==> src/inc/pdm_pkg.sv <==
// Purpose: Shared constants for the pulse duration modulator
// Assumes: 25 MHz mclk, register port with 8-bit byte address
// Notes:   Percentages are signed whole numbers, times are in steps
package pdm_pkg;

	// ----------------------------------------------------------------
	// Clock and step timing
	// ----------------------------------------------------------------
	localparam int CLK_PERIOD_NS = 40;
	localparam int STEP_TIME_NS = 1000000;
	localparam int STEP_CYCLES = STEP_TIME_NS / CLK_PERIOD_NS;

	// ----------------------------------------------------------------
	// Register map (byte addresses)
	// ----------------------------------------------------------------
	localparam logic [7:0] ADDR_CTRL = 8'h00;
	localparam logic [7:0] ADDR_DEMAND = 8'h04;
	localparam logic [7:0] ADDR_PERIOD = 8'h08;
	localparam logic [7:0] ADDR_MINPB = 8'h0C;
	localparam logic [7:0] ADDR_RATIO = 8'h10;
	localparam logic [7:0] ADDR_STATUS = 8'h14;

	// ----------------------------------------------------------------
	// Control field positions
	// ----------------------------------------------------------------
	localparam int CTRL_MANUAL = 0;
	localparam int CTRL_THREE = 1;
	localparam int CTRL_BIPOLAR = 2;
	localparam int CTRL_POS_REQ = 3;
	localparam int CTRL_NEG_REQ = 4;
	localparam int CTRL_SYNC = 5;
	localparam int CTRL_RESTART = 6;
	localparam int CTRL_W = 7;

	// ----------------------------------------------------------------
	// Reset values
	// ----------------------------------------------------------------
	localparam logic [6:0] CTRL_RST = 7'h22;
	localparam logic [7:0] DEMAND_RST = 8'h00;
	localparam logic [15:0] PERIOD_RST = 16'h0064;
	localparam logic [15:0] MINPB_RST = 16'h0000;
	localparam logic [11:0] RATIO_ONE = 12'h100;
	localparam int RATIO_FRAC = 8;

	// ----------------------------------------------------------------
	// Arithmetic constants
	// ----------------------------------------------------------------
	localparam logic [31:0] PCT_FULL = 32'h00000064;
	localparam logic [31:0] PCT_SPAN = 32'h000000C8;
	localparam logic [8:0] PCT_OFFSET = 9'h064;

	typedef enum {MODE_MANUAL, MODE_THREE, MODE_BIPOLAR, MODE_UNIPOLAR}
		mode_t;

endpackage : pdm_pkg

==> src/verilog/pulse_duration_modulator.sv <==
// Purpose: Stepped pulse duration modulator with three- and two-step modes
// Assumes: Single 25 MHz clock, registers reached over a plain port
// Notes:   One modulation step per step-enable pulse from the divider
//
// Decided for this implementation: the placing of the registers and the strobed register port.
`timescale 1ns/1ns
`default_nettype none

module pulse_duration_modulator
	import pdm_pkg::*;
#(
	parameter int STEP_DIV = STEP_CYCLES
)
(
	input wire logic mclk,
	input wire logic rst_n,
	input wire logic [7:0] addr,
	input wire logic [31:0] wdata,
	input wire logic wr_stb,
	input wire logic rd_stb,
	output logic [31:0] rdata,
	output logic positive_pulse_out,
	output logic negative_pulse_out
);

	// ----------------------------------------------------------------
	// Registers
	// ----------------------------------------------------------------
	logic [CTRL_W-1:0] ctrl_r;
	logic signed [7:0] demand_percent;
	logic [15:0] period_time;
	logic [15:0] min_pulse_break_time;
	logic [11:0] neg_pos_ratio;
	logic [31:0] rdata_r;
	logic manual_select;
	logic three_step_select;
	logic bipolar_two_step_select;
	logic manual_positive_request;
	logic manual_negative_request;
	logic auto_sync_enable;
	logic restart_init;

	assign manual_select = ctrl_r[CTRL_MANUAL];
	assign three_step_select = ctrl_r[CTRL_THREE];
	assign bipolar_two_step_select = ctrl_r[CTRL_BIPOLAR];
	assign manual_positive_request = ctrl_r[CTRL_POS_REQ];
	assign manual_negative_request = ctrl_r[CTRL_NEG_REQ];
	assign auto_sync_enable = ctrl_r[CTRL_SYNC];
	assign restart_init = ctrl_r[CTRL_RESTART];

	always_ff @(posedge mclk)
	begin
		if (!rst_n)
		begin
			ctrl_r <= CTRL_RST;
			demand_percent <= DEMAND_RST;
			period_time <= PERIOD_RST;
			min_pulse_break_time <= MINPB_RST;
			neg_pos_ratio <= RATIO_ONE;
		end
		else if (wr_stb)
		begin
			case (addr)
				ADDR_CTRL: ctrl_r <= wdata[CTRL_W-1:0];
				ADDR_DEMAND: demand_percent <= wdata[7:0];
				ADDR_PERIOD: period_time <= wdata[15:0];
				ADDR_MINPB: min_pulse_break_time <= wdata[15:0];
				ADDR_RATIO: neg_pos_ratio <= wdata[11:0];
				default: ;
			endcase
		end
	end

	// ----------------------------------------------------------------
	// Step divider
	// ----------------------------------------------------------------
	logic [31:0] div_r;
	logic step_en;

	// Environment picks a constant step rate
	assign step_en = (div_r == 32'(STEP_DIV - 1));

	always_ff @(posedge mclk)
	begin
		if (!rst_n || step_en)
			div_r <= 32'h00000000;
		else
			div_r <= div_r + 32'h00000001;
	end

	// ----------------------------------------------------------------
	// Mode decode
	// ----------------------------------------------------------------
	mode_t mode;

	always_comb
	begin
		if (manual_select)
			mode = MODE_MANUAL;
		else if (three_step_select)
			mode = MODE_THREE;
		else if (bipolar_two_step_select)
			mode = MODE_BIPOLAR;
		else
			mode = MODE_UNIPOLAR;
	end

	// ----------------------------------------------------------------
	// Pulse width calculation
	// ----------------------------------------------------------------
	logic [8:0] mag;
	logic [31:0] nominal;
	logic [31:0] thresh;
	logic [31:0] limit;
	logic [15:0] width_c;
	logic neg_c;
	logic [11:0] ratio_eff;

	always_comb
	begin
		ratio_eff = (neg_pos_ratio == 12'h000) ? RATIO_ONE : neg_pos_ratio;
		neg_c = 1'b0;
		thresh = {16'h0000, min_pulse_break_time};
		case (mode)
			MODE_BIPOLAR:
			begin
				if (demand_percent < -8'sd100)
					mag = 9'h000;
				else
					mag = 9'({demand_percent[7], demand_percent}) + PCT_OFFSET;
				nominal = (32'(mag) * 32'(period_time)) / PCT_SPAN;
			end
			MODE_UNIPOLAR:
			begin
				mag = demand_percent[7] ? 9'h000 : 9'(demand_percent);
				nominal = (32'(mag) * 32'(period_time)) / PCT_FULL;
			end
			default:
			begin
				neg_c = demand_percent[7];
				mag = neg_c ? 9'(-{demand_percent[7], demand_percent})
					: 9'(demand_percent);
				nominal = (32'(mag) * 32'(period_time)) / PCT_FULL;
				if (neg_c && ratio_eff < RATIO_ONE)
				begin
					nominal = (nominal * 32'(ratio_eff)) >> RATIO_FRAC;
					thresh = (thresh * 32'(ratio_eff)) >> RATIO_FRAC;
				end
				else if (!neg_c && ratio_eff > RATIO_ONE)
					nominal = (nominal << RATIO_FRAC) / 32'(ratio_eff);
			end
		endcase
		limit = (min_pulse_break_time > period_time) ? 32'h00000000
			: 32'(period_time - min_pulse_break_time);
		if (nominal < thresh)
			width_c = 16'h0000;
		else if (nominal > limit)
			width_c = period_time;
		else
			width_c = nominal[15:0];
	end

	// ----------------------------------------------------------------
	// Period sequencer
	// ----------------------------------------------------------------
	logic [15:0] cnt_r;
	logic [15:0] width_r;
	logic neg_dir_r;
	logic signed [7:0] sampled_r;
	logic start_r;
	logic sync_hit;
	logic period_start;

	// Outside the first two and last two steps a new demand restarts
	assign sync_hit = auto_sync_enable && (demand_percent != sampled_r)
		&& (cnt_r >= 16'h0002)
		&& (32'(cnt_r) + 32'h00000002 < 32'(period_time));
	assign period_start = start_r || sync_hit
		|| (32'(cnt_r) + 32'h00000001 >= 32'(period_time));

	always_ff @(posedge mclk)
	begin
		if (!rst_n || restart_init)
		begin
			cnt_r <= 16'h0000;
			width_r <= 16'h0000;
			neg_dir_r <= 1'b0;
			sampled_r <= DEMAND_RST;
			start_r <= 1'b1;
		end
		else if (step_en && mode != MODE_MANUAL)
		begin
			start_r <= 1'b0;
			if (period_start)
			begin
				cnt_r <= 16'h0000;
				width_r <= width_c;
				neg_dir_r <= neg_c;
				sampled_r <= demand_percent;
			end
			else
				cnt_r <= cnt_r + 16'h0001;
		end
	end

	// ----------------------------------------------------------------
	// Output stage
	// ----------------------------------------------------------------
	logic on_c;

	always_comb
	begin
		if (period_start)
			on_c = (width_c != 16'h0000);
		else
			on_c = (cnt_r + 16'h0001 < width_r);
	end

	always_ff @(posedge mclk)
	begin
		if (!rst_n || restart_init)
		begin
			positive_pulse_out <= 1'b0;
			negative_pulse_out <= 1'b0;
		end
		else if (mode == MODE_MANUAL)
		begin
			if (three_step_select)
			begin
				positive_pulse_out <= manual_positive_request
					&& !manual_negative_request;
				negative_pulse_out <= manual_negative_request
					&& !manual_positive_request;
			end
			else
			begin
				positive_pulse_out <= manual_positive_request;
				negative_pulse_out <= !manual_positive_request;
			end
		end
		else if (step_en)
		begin
			if (mode == MODE_THREE)
			begin
				positive_pulse_out <= on_c
					&& !(period_start ? neg_c : neg_dir_r);
				negative_pulse_out <= on_c
					&& (period_start ? neg_c : neg_dir_r);
			end
			else
			begin
				positive_pulse_out <= on_c;
				negative_pulse_out <= !on_c;
			end
		end
	end

	// ----------------------------------------------------------------
	// Register read port
	// ----------------------------------------------------------------
	always_ff @(posedge mclk)
	begin
		if (!rst_n)
			rdata_r <= 32'h00000000;
		else if (rd_stb)
		begin
			case (addr)
				ADDR_CTRL: rdata_r <= 32'(ctrl_r);
				ADDR_DEMAND: rdata_r <= {{24{demand_percent[7]}}, demand_percent};
				ADDR_PERIOD: rdata_r <= 32'(period_time);
				ADDR_MINPB: rdata_r <= 32'(min_pulse_break_time);
				ADDR_RATIO: rdata_r <= 32'(neg_pos_ratio);
				ADDR_STATUS: rdata_r <= {negative_pulse_out, positive_pulse_out,
					neg_dir_r, 13'h0000, cnt_r};
				default: rdata_r <= 32'h00000000;
			endcase
		end
		else
			rdata_r <= 32'h00000000;
	end

	assign rdata = rdata_r;

	// ----------------------------------------------------------------
	// Assertions
	// ----------------------------------------------------------------
	property p_restart_clears;
		@(posedge mclk) disable iff (!rst_n)
		restart_init |=> !positive_pulse_out && !negative_pulse_out;
	endproperty
	a_restart_clears: assert property (p_restart_clears)
		else $error("Restart did not clear pulse outputs");

	property p_man3_single;
		@(posedge mclk) disable iff (!rst_n)
		(manual_select && three_step_select && !restart_init
			&& (manual_positive_request != manual_negative_request))
		|=> positive_pulse_out == $past(manual_positive_request)
			&& negative_pulse_out == $past(manual_negative_request);
	endproperty
	a_man3_single: assert property (p_man3_single)
		else $error("Manual three-step output does not follow request");

	property p_man3_both;
		@(posedge mclk) disable iff (!rst_n)
		(manual_select && three_step_select && !restart_init
			&& manual_positive_request && manual_negative_request)
		|=> !positive_pulse_out && !negative_pulse_out;
	endproperty
	a_man3_both: assert property (p_man3_both)
		else $error("Manual three-step with both requests not low");

	property p_man2;
		@(posedge mclk) disable iff (!rst_n)
		(manual_select && !three_step_select && !restart_init)
		|=> positive_pulse_out == $past(manual_positive_request)
			&& negative_pulse_out != positive_pulse_out;
	endproperty
	a_man2: assert property (p_man2)
		else $error("Manual two-step outputs wrong");

	property p_two_inverse;
		@(posedge mclk) disable iff (!rst_n)
		(step_en && !restart_init && !manual_select && !three_step_select)
		|=> negative_pulse_out != positive_pulse_out;
	endproperty
	a_two_inverse: assert property (p_two_inverse)
		else $error("Two-step negative output not inverse");

	property p_three_exclusive;
		@(posedge mclk) disable iff (!rst_n)
		(step_en && !restart_init && mode == MODE_THREE)
		|=> !(positive_pulse_out && negative_pulse_out)
			&& (negative_pulse_out -> neg_dir_r);
	endproperty
	a_three_exclusive: assert property (p_three_exclusive)
		else $error("Three-step drove wrong or both outputs");

	property p_width_steps;
		@(posedge mclk) disable iff (!rst_n)
		(step_en && !restart_init && !period_start && !manual_select
			&& !three_step_select)
		|=> positive_pulse_out == (cnt_r < width_r);
	endproperty
	a_width_steps: assert property (p_width_steps)
		else $error("Pulse length not in whole steps of width");

	property p_sync_restart;
		@(posedge mclk) disable iff (!rst_n)
		(step_en && sync_hit && !restart_init && !manual_select)
		|=> cnt_r == 16'h0000 && sampled_r == $past(demand_percent);
	endproperty
	a_sync_restart: assert property (p_sync_restart)
		else $error("Demand change did not restart the period");

	property p_free_run;
		@(posedge mclk) disable iff (!rst_n)
		(step_en && !auto_sync_enable && !restart_init && !start_r
			&& !manual_select
			&& (32'(cnt_r) + 32'h00000001 < 32'(period_time)))
		|=> cnt_r == $past(cnt_r) + 16'h0001;
	endproperty
	a_free_run: assert property (p_free_run)
		else $error("Period restarted while sync disabled");

	property p_suppress;
		@(posedge mclk) disable iff (!rst_n)
		(step_en && period_start && !restart_init && !manual_select
			&& nominal < thresh)
		|=> width_r == 16'h0000;
	endproperty
	a_suppress: assert property (p_suppress)
		else $error("Short pulse not suppressed");

	property p_saturate;
		@(posedge mclk) disable iff (!rst_n)
		(step_en && period_start && !restart_init && !manual_select
			&& nominal >= thresh && nominal > limit)
		|=> width_r == $past(period_time);
	endproperty
	a_saturate: assert property (p_saturate)
		else $error("Long pulse not forced to full period");

	property p_sample_hold;
		@(posedge mclk) disable iff (!rst_n)
		(!(step_en && period_start) && !restart_init) |=> $stable(sampled_r);
	endproperty
	a_sample_hold: assert property (p_sample_hold)
		else $error("Demand sampled outside a period start");

endmodule : pulse_duration_modulator

`default_nettype wire

==> config.mk <==
export PLATFORM = sky130hd
export DESIGN_NAME = pulse_duration_modulator
export DESIGN_NICKNAME = d
export VERILOG_FILES = /design/src/inc/pdm_pkg.sv /design/src/verilog/pulse_duration_modulator.sv
export SDC_FILE = /design/constraint.sdc
export NUM_CORES = 2
export LEC_CHECK = 0
export ABC_AREA = 1
export BUFFER_PORTS_ARGS = -buffer_cell sky130_fd_sc_hd__buf_2
export CAP_MARGIN = 20
export CORE_MARGIN = 1
export CORE_UTILIZATION = 44
export CTS_BUF_LIST = sky130_fd_sc_hd__clkbuf_4
export DETAILED_ROUTE_END_ITERATION = 8
export PLACE_DENSITY_LB_ADDON = 0.2
export SLEW_MARGIN = 20
export SYNTH_ARGS = -nofsm -noshare
export SYNTH_HDL_FRONTEND = slang
export SYNTH_SLANG_ARGS = --single-unit
==> constraint.sdc <==
create_clock -name mclk -period 120.8 [get_ports mclk]
set_input_delay 30.2 -clock mclk [delete_from_list [all_inputs] [get_ports mclk]]
set_output_delay 30.2 -clock mclk [all_outputs]
set_load 0.005 [all_outputs]
==> Word level (Yosys, flattened, before mapping) <==
Index checks and enable logic that the tools add are counted.
{ "classes": {"n_div": 4, "n_mux": 29, "n_addsub": 7, "n_reduce_logical": 34, "n_eq_ne": 10, "n_mul": 5, "n_lt_le_gt_ge": 10} }
{ "op_table": {"columns": ["cell", "count"], "rows": [
  ["one-hot mux 32 bit (6 select lines)", 1],
  ["== test 32 x 2 -> 1 bit (second input constant)", 3],
  ["2-to-1 mux 32 bit", 3],
  ["divider 25 x 7 -> 32 bit (second input constant)", 2],
  ["one-hot mux 32 bit (2 select lines)", 1],
  ["multiplier 9 x 16 -> 25 bit", 2],
  ["2-to-1 mux 16 bit", 3],
  ["2-to-1 mux 20 bit", 2],
  ["adder 32 x 1 -> 32 bit (second input constant)", 1],
  ["divider 25 x 8 -> 32 bit (second input constant)", 1],
  ["divider 32 x 12 -> 32 bit", 1],
  ["== test 32 x 15 -> 1 bit (second input constant)", 1],
  ["> comparator 32 bit", 1],
  ["zero test 32 bit", 1],
  ["< comparator 32 bit", 1],
  ["multiplier 32 x 12 -> 32 bit", 1],
  ["nonzero test 32 bit", 1],
  ["multiplier 16 x 12 -> 28 bit", 1],
  ["2-to-1 mux 9 bit", 3],
  ["multiplier 7 x 16 -> 23 bit", 1],
  ["adder 16 x 1 -> 17 bit (second input constant)", 1],
  ["adder 16 x 2 -> 17 bit (second input constant)", 1],
  [">= comparator 17 x 16 -> 1 bit", 1],
  ["< comparator 17 x 16 -> 1 bit", 1],
  ["other kinds (27)", 64]
]} }
{ "totals": {"ff_bits": 167} }

==> Longest topological paths before layout <==
{ "logic_depth": {"depth_word": 17, "mapped_depth": 556} }

==> Worst setup path before layout <==
OpenSTA, ideal clock, no wires.
{ "synth_timing": {"kind": "register to register", "startpoint": "reg neg_pos_ratio[0]", "endpoint": "reg negative_pulse_out", "path_buffers": 39, "arrival_ns": 68.330, "required_ns": 120.684, "period_less_slack_ns": 68.446, "slack_ns": 52.354, "stages_incl_launch_ff": 536, "path_cell_list": "dfxtp_1 > buf_1 > inv_1 > clkbuf_1 > ha_1 > nor2_1 > nor2_1 > nor2_1 > inv_1 > nand3_1 > nor2_1 > ha_1 > inv_1 > o21bai_1 > a21o_2 > nand3_1 > inv_1 > ha_1 > (+500 left out) > nor2_1 > o21bai_1 > a21oi_1 > o41ai_1 > o2111ai_1 > a221oi_1 > a31oi_1 > inv_1 > clkbuf_1 > nor2_1 > a21oi_1 > o21ai_0 > nand2_1 > nor2_1 > nand3_1 > nand3_2 > nand3_1 > a21oi_1"} }
{ "synth_between": {"elab_chain_len": 16, "elab_cells_between_ends": 25, "classes_between": "mul (2); div (1); order compare (4); mux (12); reduce/logical (6)"} }
{ "synth_lines": {"columns": ["item", "line_no", "rtl"], "rows": [
  ["start, declared", "pulse_duration_modulator.sv:33", "logic [11:0] neg_pos_ratio;"],
  ["start signal, assigned", "pulse_duration_modulator.sv:68", "ADDR_RATIO: neg_pos_ratio <= wdata[11:0];"],
  ["zero test 12 bit", "pulse_duration_modulator.sv:121", "ratio_eff = (neg_pos_ratio == 12'h000) ? RATIO_ONE : neg_pos_ratio;"],
  ["2-to-1 mux 12 bit (*)", "pulse_duration_modulator.sv:121", null],
  ["parallel branches: the longest is 7 deep, another holds divider 32 x 12 -> 32 bit", null, null],
  ["2-to-1 mux 16 bit (*)", "pulse_duration_modulator.sv:155", "if (nominal < thresh)"],
  ["nonzero test 16 bit (*)", "pulse_duration_modulator.sv:214", "on_c = (width_c != 16'h0000);"],
  ["2-to-1 mux 1 bit (*)", "pulse_duration_modulator.sv:213", "if (period_start)"],
  ["zero test 1 bit / logical AND 1 bit (equally long branches)", "pulse_duration_modulator.sv:253, pulse_duration_modulator.sv:248", null],
  ["2-to-1 mux 1 bit (*)", "pulse_duration_modulator.sv:243", "if (mode == MODE_THREE)"],
  ["2-to-1 mux 1 bit (*)", "pulse_duration_modulator.sv:241", "else if (step_en)"],
  ["2-to-1 mux 1 bit (*)", "pulse_duration_modulator.sv:226", "else if (mode == MODE_MANUAL)"],
  ["end signal, assigned", "pulse_duration_modulator.sv:232", "negative_pulse_out <= manual_negative_request"],
  ["end signal, assigned", "pulse_duration_modulator.sv:247", "negative_pulse_out <= on_c"],
  ["end signal, assigned", "pulse_duration_modulator.sv:253", "negative_pulse_out <= !on_c;"],
  ["end, declared", "pulse_duration_modulator.sv:23", "output logic negative_pulse_out"]
]} }
Every way passes the cells marked *. The select of a mux whose other input is x is not followed.
A chain may end at the register's enable or synchronous reset.

==> Worst setup path in the final report <==
{ "layout_timing": {"startpoint": "reg demand_percent[0]", "endpoint": "reg negative_pulse_out"} }
{ "layout_between": {"elab_chain_len": 17, "elab_cells_between_ends": 36, "classes_between": "add/sub (2); mul (4); div (4); order compare (3); eq/ne (1); mux (14); reduce/logical (8)"} }
{ "layout_lines": {"columns": ["item", "line_no", "rtl"], "rows": [
  ["start, declared", "pulse_duration_modulator.sv:30", "logic signed [7:0] demand_percent;"],
  ["start signal, assigned", "pulse_duration_modulator.sv:65", "ADDR_DEMAND: demand_percent <= wdata[7:0];"],
  ["negator 9 bit", "pulse_duration_modulator.sv:141", "mag = neg_c ? 9'(-{demand_percent[7], demand_percent})"],
  ["2-to-1 mux 9 bit", "pulse_duration_modulator.sv:141", null],
  ["multiplier 9 x 16 -> 25 bit", "pulse_duration_modulator.sv:143", "nominal = (32'(mag) * 32'(period_time)) / PCT_FULL;"],
  ["divider 25 x 7 -> 32 bit", "pulse_duration_modulator.sv:143", null],
  ["divider 32 x 12 -> 32 bit", "pulse_duration_modulator.sv:150", "nominal = (nominal << RATIO_FRAC) / 32'(ratio_eff);"],
  ["2-to-1 mux 32 bit", "pulse_duration_modulator.sv:149", "else if (!neg_c && ratio_eff > RATIO_ONE)"],
  ["2-to-1 mux 32 bit", "pulse_duration_modulator.sv:144", "if (neg_c && ratio_eff < RATIO_ONE)"],
  ["one-hot mux 32 bit (2 select lines)", "pulse_duration_modulator.sv:124", "case (mode)"],
  ["> comparator 32 bit", "pulse_duration_modulator.sv:157", "else if (nominal > limit)"],
  ["2-to-1 mux 16 bit", "pulse_duration_modulator.sv:157", null],
  ["2-to-1 mux 16 bit", "pulse_duration_modulator.sv:155", null],
  ["nonzero test 16 bit", "pulse_duration_modulator.sv:214", null],
  ["2-to-1 mux 1 bit", "pulse_duration_modulator.sv:213", null],
  ["zero test 1 bit / logical AND 1 bit (equally long branches)", "pulse_duration_modulator.sv:253, pulse_duration_modulator.sv:248", null],
  ["2-to-1 mux 1 bit (*)", "pulse_duration_modulator.sv:243", null],
  ["2-to-1 mux 1 bit (*)", "pulse_duration_modulator.sv:241", null],
  ["2-to-1 mux 1 bit (*)", "pulse_duration_modulator.sv:226", null]
]} }
Every way passes the cells marked *; elsewhere a longest branch is shown, timed or not. The select of a mux whose other input is x is not followed.

==> metrics.yaml <==
status: "finished, final reports clean"
grt_util_all_layers_pct: 25.9
grt_pass1_wl_um: 321000
path_clk_slew_ps: 140
synth_seq_cells: 155
reg2reg_depth: 489
max_slew.worst_pin.slew_ps: 1010
die_height_um: 388
coreArea_mm2: 0.148
routedWlPerCell_um: 16.4
synth-async-reset-ratio_pct: 0
ios: 78
netlist_instances: 10200
drcViolationCount: 0
setup_viol: 0
clock_latency_ps: 610
clk_path_buf_depth: 2
fillCellCount: 15600
fp-row-count: 141
period_needed_ps: 84530
dr.pass1.iters: 6
fmax_mhz: 11.8
finalCritPeriodShare_pct: 70.0
final_core_util_pct: 45.7
end_kind: "register"
worstHoldPathCells: 1
cap_violations: 0
critPathMaxStageDelay_ps: 960
rsz0062_at_grt: "no"
synth-warning-count: 0
drive_gt1_share_pct: 7.35
cts_tree: "done"
synth-main-ff-cell: "dfxtp_1"
synth.distinct_cells: 96
slew_violations: 0
dieArea_mm2: 0.151
antenna_left: 0
cts_inserted_buffers: 17
ctsHoldBuffers: 0
grt_max_degree: 55
synth_edf_count: 0
die_w_um: 388
drtIter0Drc: 4037
layout_common_cells: "nand2_1 (2582), inv_1 (1772), nor2_1 (882)"
port_buffers: 61
clk_root_buffer_cell: "clkbuf_4"
gp_congestion: 0.942
antenna_found_initial: 1
path_class: "reg -> reg"
path_max_fanout: 37
route.vias.total: 63900
fin_area_mm2: 0.0676
place_area_mm2: 0.0673
final_common_cell: "nand2_1"
tns_ps: 0
fin_skew_ps: 34.2
hold_viol: 0
avgSynthCellArea_um2: 6.46
area_growth_pct: 2.97
postCtsResizedCells: 0
cp-start-kind: "register"
cp.arrival_ps: 85050
cts_sinks: 155
cts_htree_levels: 4
hpwl_um: 160000
cp_data_required_time_ps: 121320
crit_path_top_delay_cell: "dfxtp_1"
grt_pass1_vias: 61900
nNetsFinal: 11400
grt_overflow: 0
wl_um: 198000
crit_top_cell: "nand2_1"
finalWorstSetupSlack_ps: 36270
post_cts_buffers: 0
min_path_type: "reg -> reg"
max_slew_margin_pct: 32.6
route.detailed.vias_per_inst: 5.30
post-place-ws_ps: 37020
initial_utilization_pct: 44.4
synthesis.area_mm2: 0.0656
ys_seq_area_share_pct: 4.73
routing by layer:
| layer | routed length [µm] | vias to the layer above | GRT usage [%] |
|---|---|---|---|
| met2 | 91900 | 1701 | 45.0 |
| met1 | 87800 | 29900 | 33.9 |
| met4 | 7820 | 0 | 8.78 |
| met3 | 10100 | 345 | 1.84 |
| li1 | - | 31900 | - |
| met5 | 0 | - | 0 |
per-stage QoR:
stage          cells  hold slack [ps]
2_1_floorplan  10200              418
3_3_place_gp   12000              429
3_5_place_dp   12000              446
4_1_cts        12000              461
5_1_grt        12000              474
6_report       12000              453
Yosys cell counts, drive strengths merged (46+ instances only):
cell type	instances	area share [%]
a21oi	562	4.4
buf	94	1.4
clkbuf	173	1.4
dfxtp	155	4.7
fa	578	18
ha	693	13
inv	1831	11
nand2	2771	17
nand3	607	5.5
nand3b	53	0.61
nand4	180	1.9
nor2	990	6.5
nor3	96	0.79
o21ai	490	3.8
o21bai	46	0.54
or2	58	0.55
xnor2	137	1.8
xor2	287	3.8
cell type report:
| class | count | area [µm²] | area share, % |
|---|---|---|---|
| repair buffers | 145 | 956 | 1.41 |
| diodes | 1 | 2.50 | 0.00370 |
| clock buffers | 20 | 150 | 0.222 |
| clock inverters | 12 | 100 | 0.148 |
| flip-flops and latches | 155 | 3110 | 4.60 |
| multi-input cells | 7915 | 53800 | 79.6 |
| inverters | 1865 | 7060 | 10.4 |
| well taps | 1930 | 2410 | 3.57 |
cell families (layout without fill, tap and decap cells):
| kind of cell | Yosys count | count (layout) | synth area share (%) |
|---|---|---|---|
| muxes | 4 | 4 | 0.0610 |
| adders and majority gates | 1271 | 1271 | 30.8 |
| DFF | 155 | 155 | 4.73 |
| xor gates and xnor gates | 424 | 424 | 5.67 |
| buffers and inverters | 2137 | 2042 | 13.6 |
| AOI/OAI and AO/OA | 1368 | 1368 | 11.9 |
| other | 2 | 46 | 0.0114 |
| and+or+nand+nor | 4803 | 4803 | 33.2 |
critical path: cells and delay by family, from the launching register on:
family / cells / cell delay, ps
AND/OR/NAND/NOR: 225 / 30170
flip-flops: 1 / 960
AO/OA/AOI/OAI: 142 / 30120
XOR/XNOR: 1 / 110
buffers and inverters: 86 / 11270
adder cells (fa/ha/maj): 35 / 11470
path summary, 6_finish.rpt:
kind	from	endpoint	slack, ps
worst max-delay path	demand_percent[0]$_SDFFE_PN0P_	negative_pulse_out$_SDFFE_PP0P_	36270
worst min-delay path	div_r[0]$_SDFF_PP0_	div_r[0]$_SDFF_PP0_	450
worst max register to register	demand_percent[0]$_SDFFE_PN0P_	negative_pulse_out$_SDFFE_PP0P_	36270
worst min register to register	div_r[0]$_SDFF_PP0_	div_r[0]$_SDFF_PP0_	450
flip-flops by register name, summed over array words and instances, names as in the netlist:
signal	count
cnt_r	16
ctrl_r	7
demand_percent	8
div_r	32
min_pulse_break_time	16
neg_dir_r	1
neg_pos_ratio	12
negative_pulse_out	1
period_time	16
positive_pulse_out	1
rdata	20
sampled_r	8
start_r	1
width_r	16
Power is not shown: default switching activity piles up to over one toggle a cycle in this logic, so the estimate is an artifact.
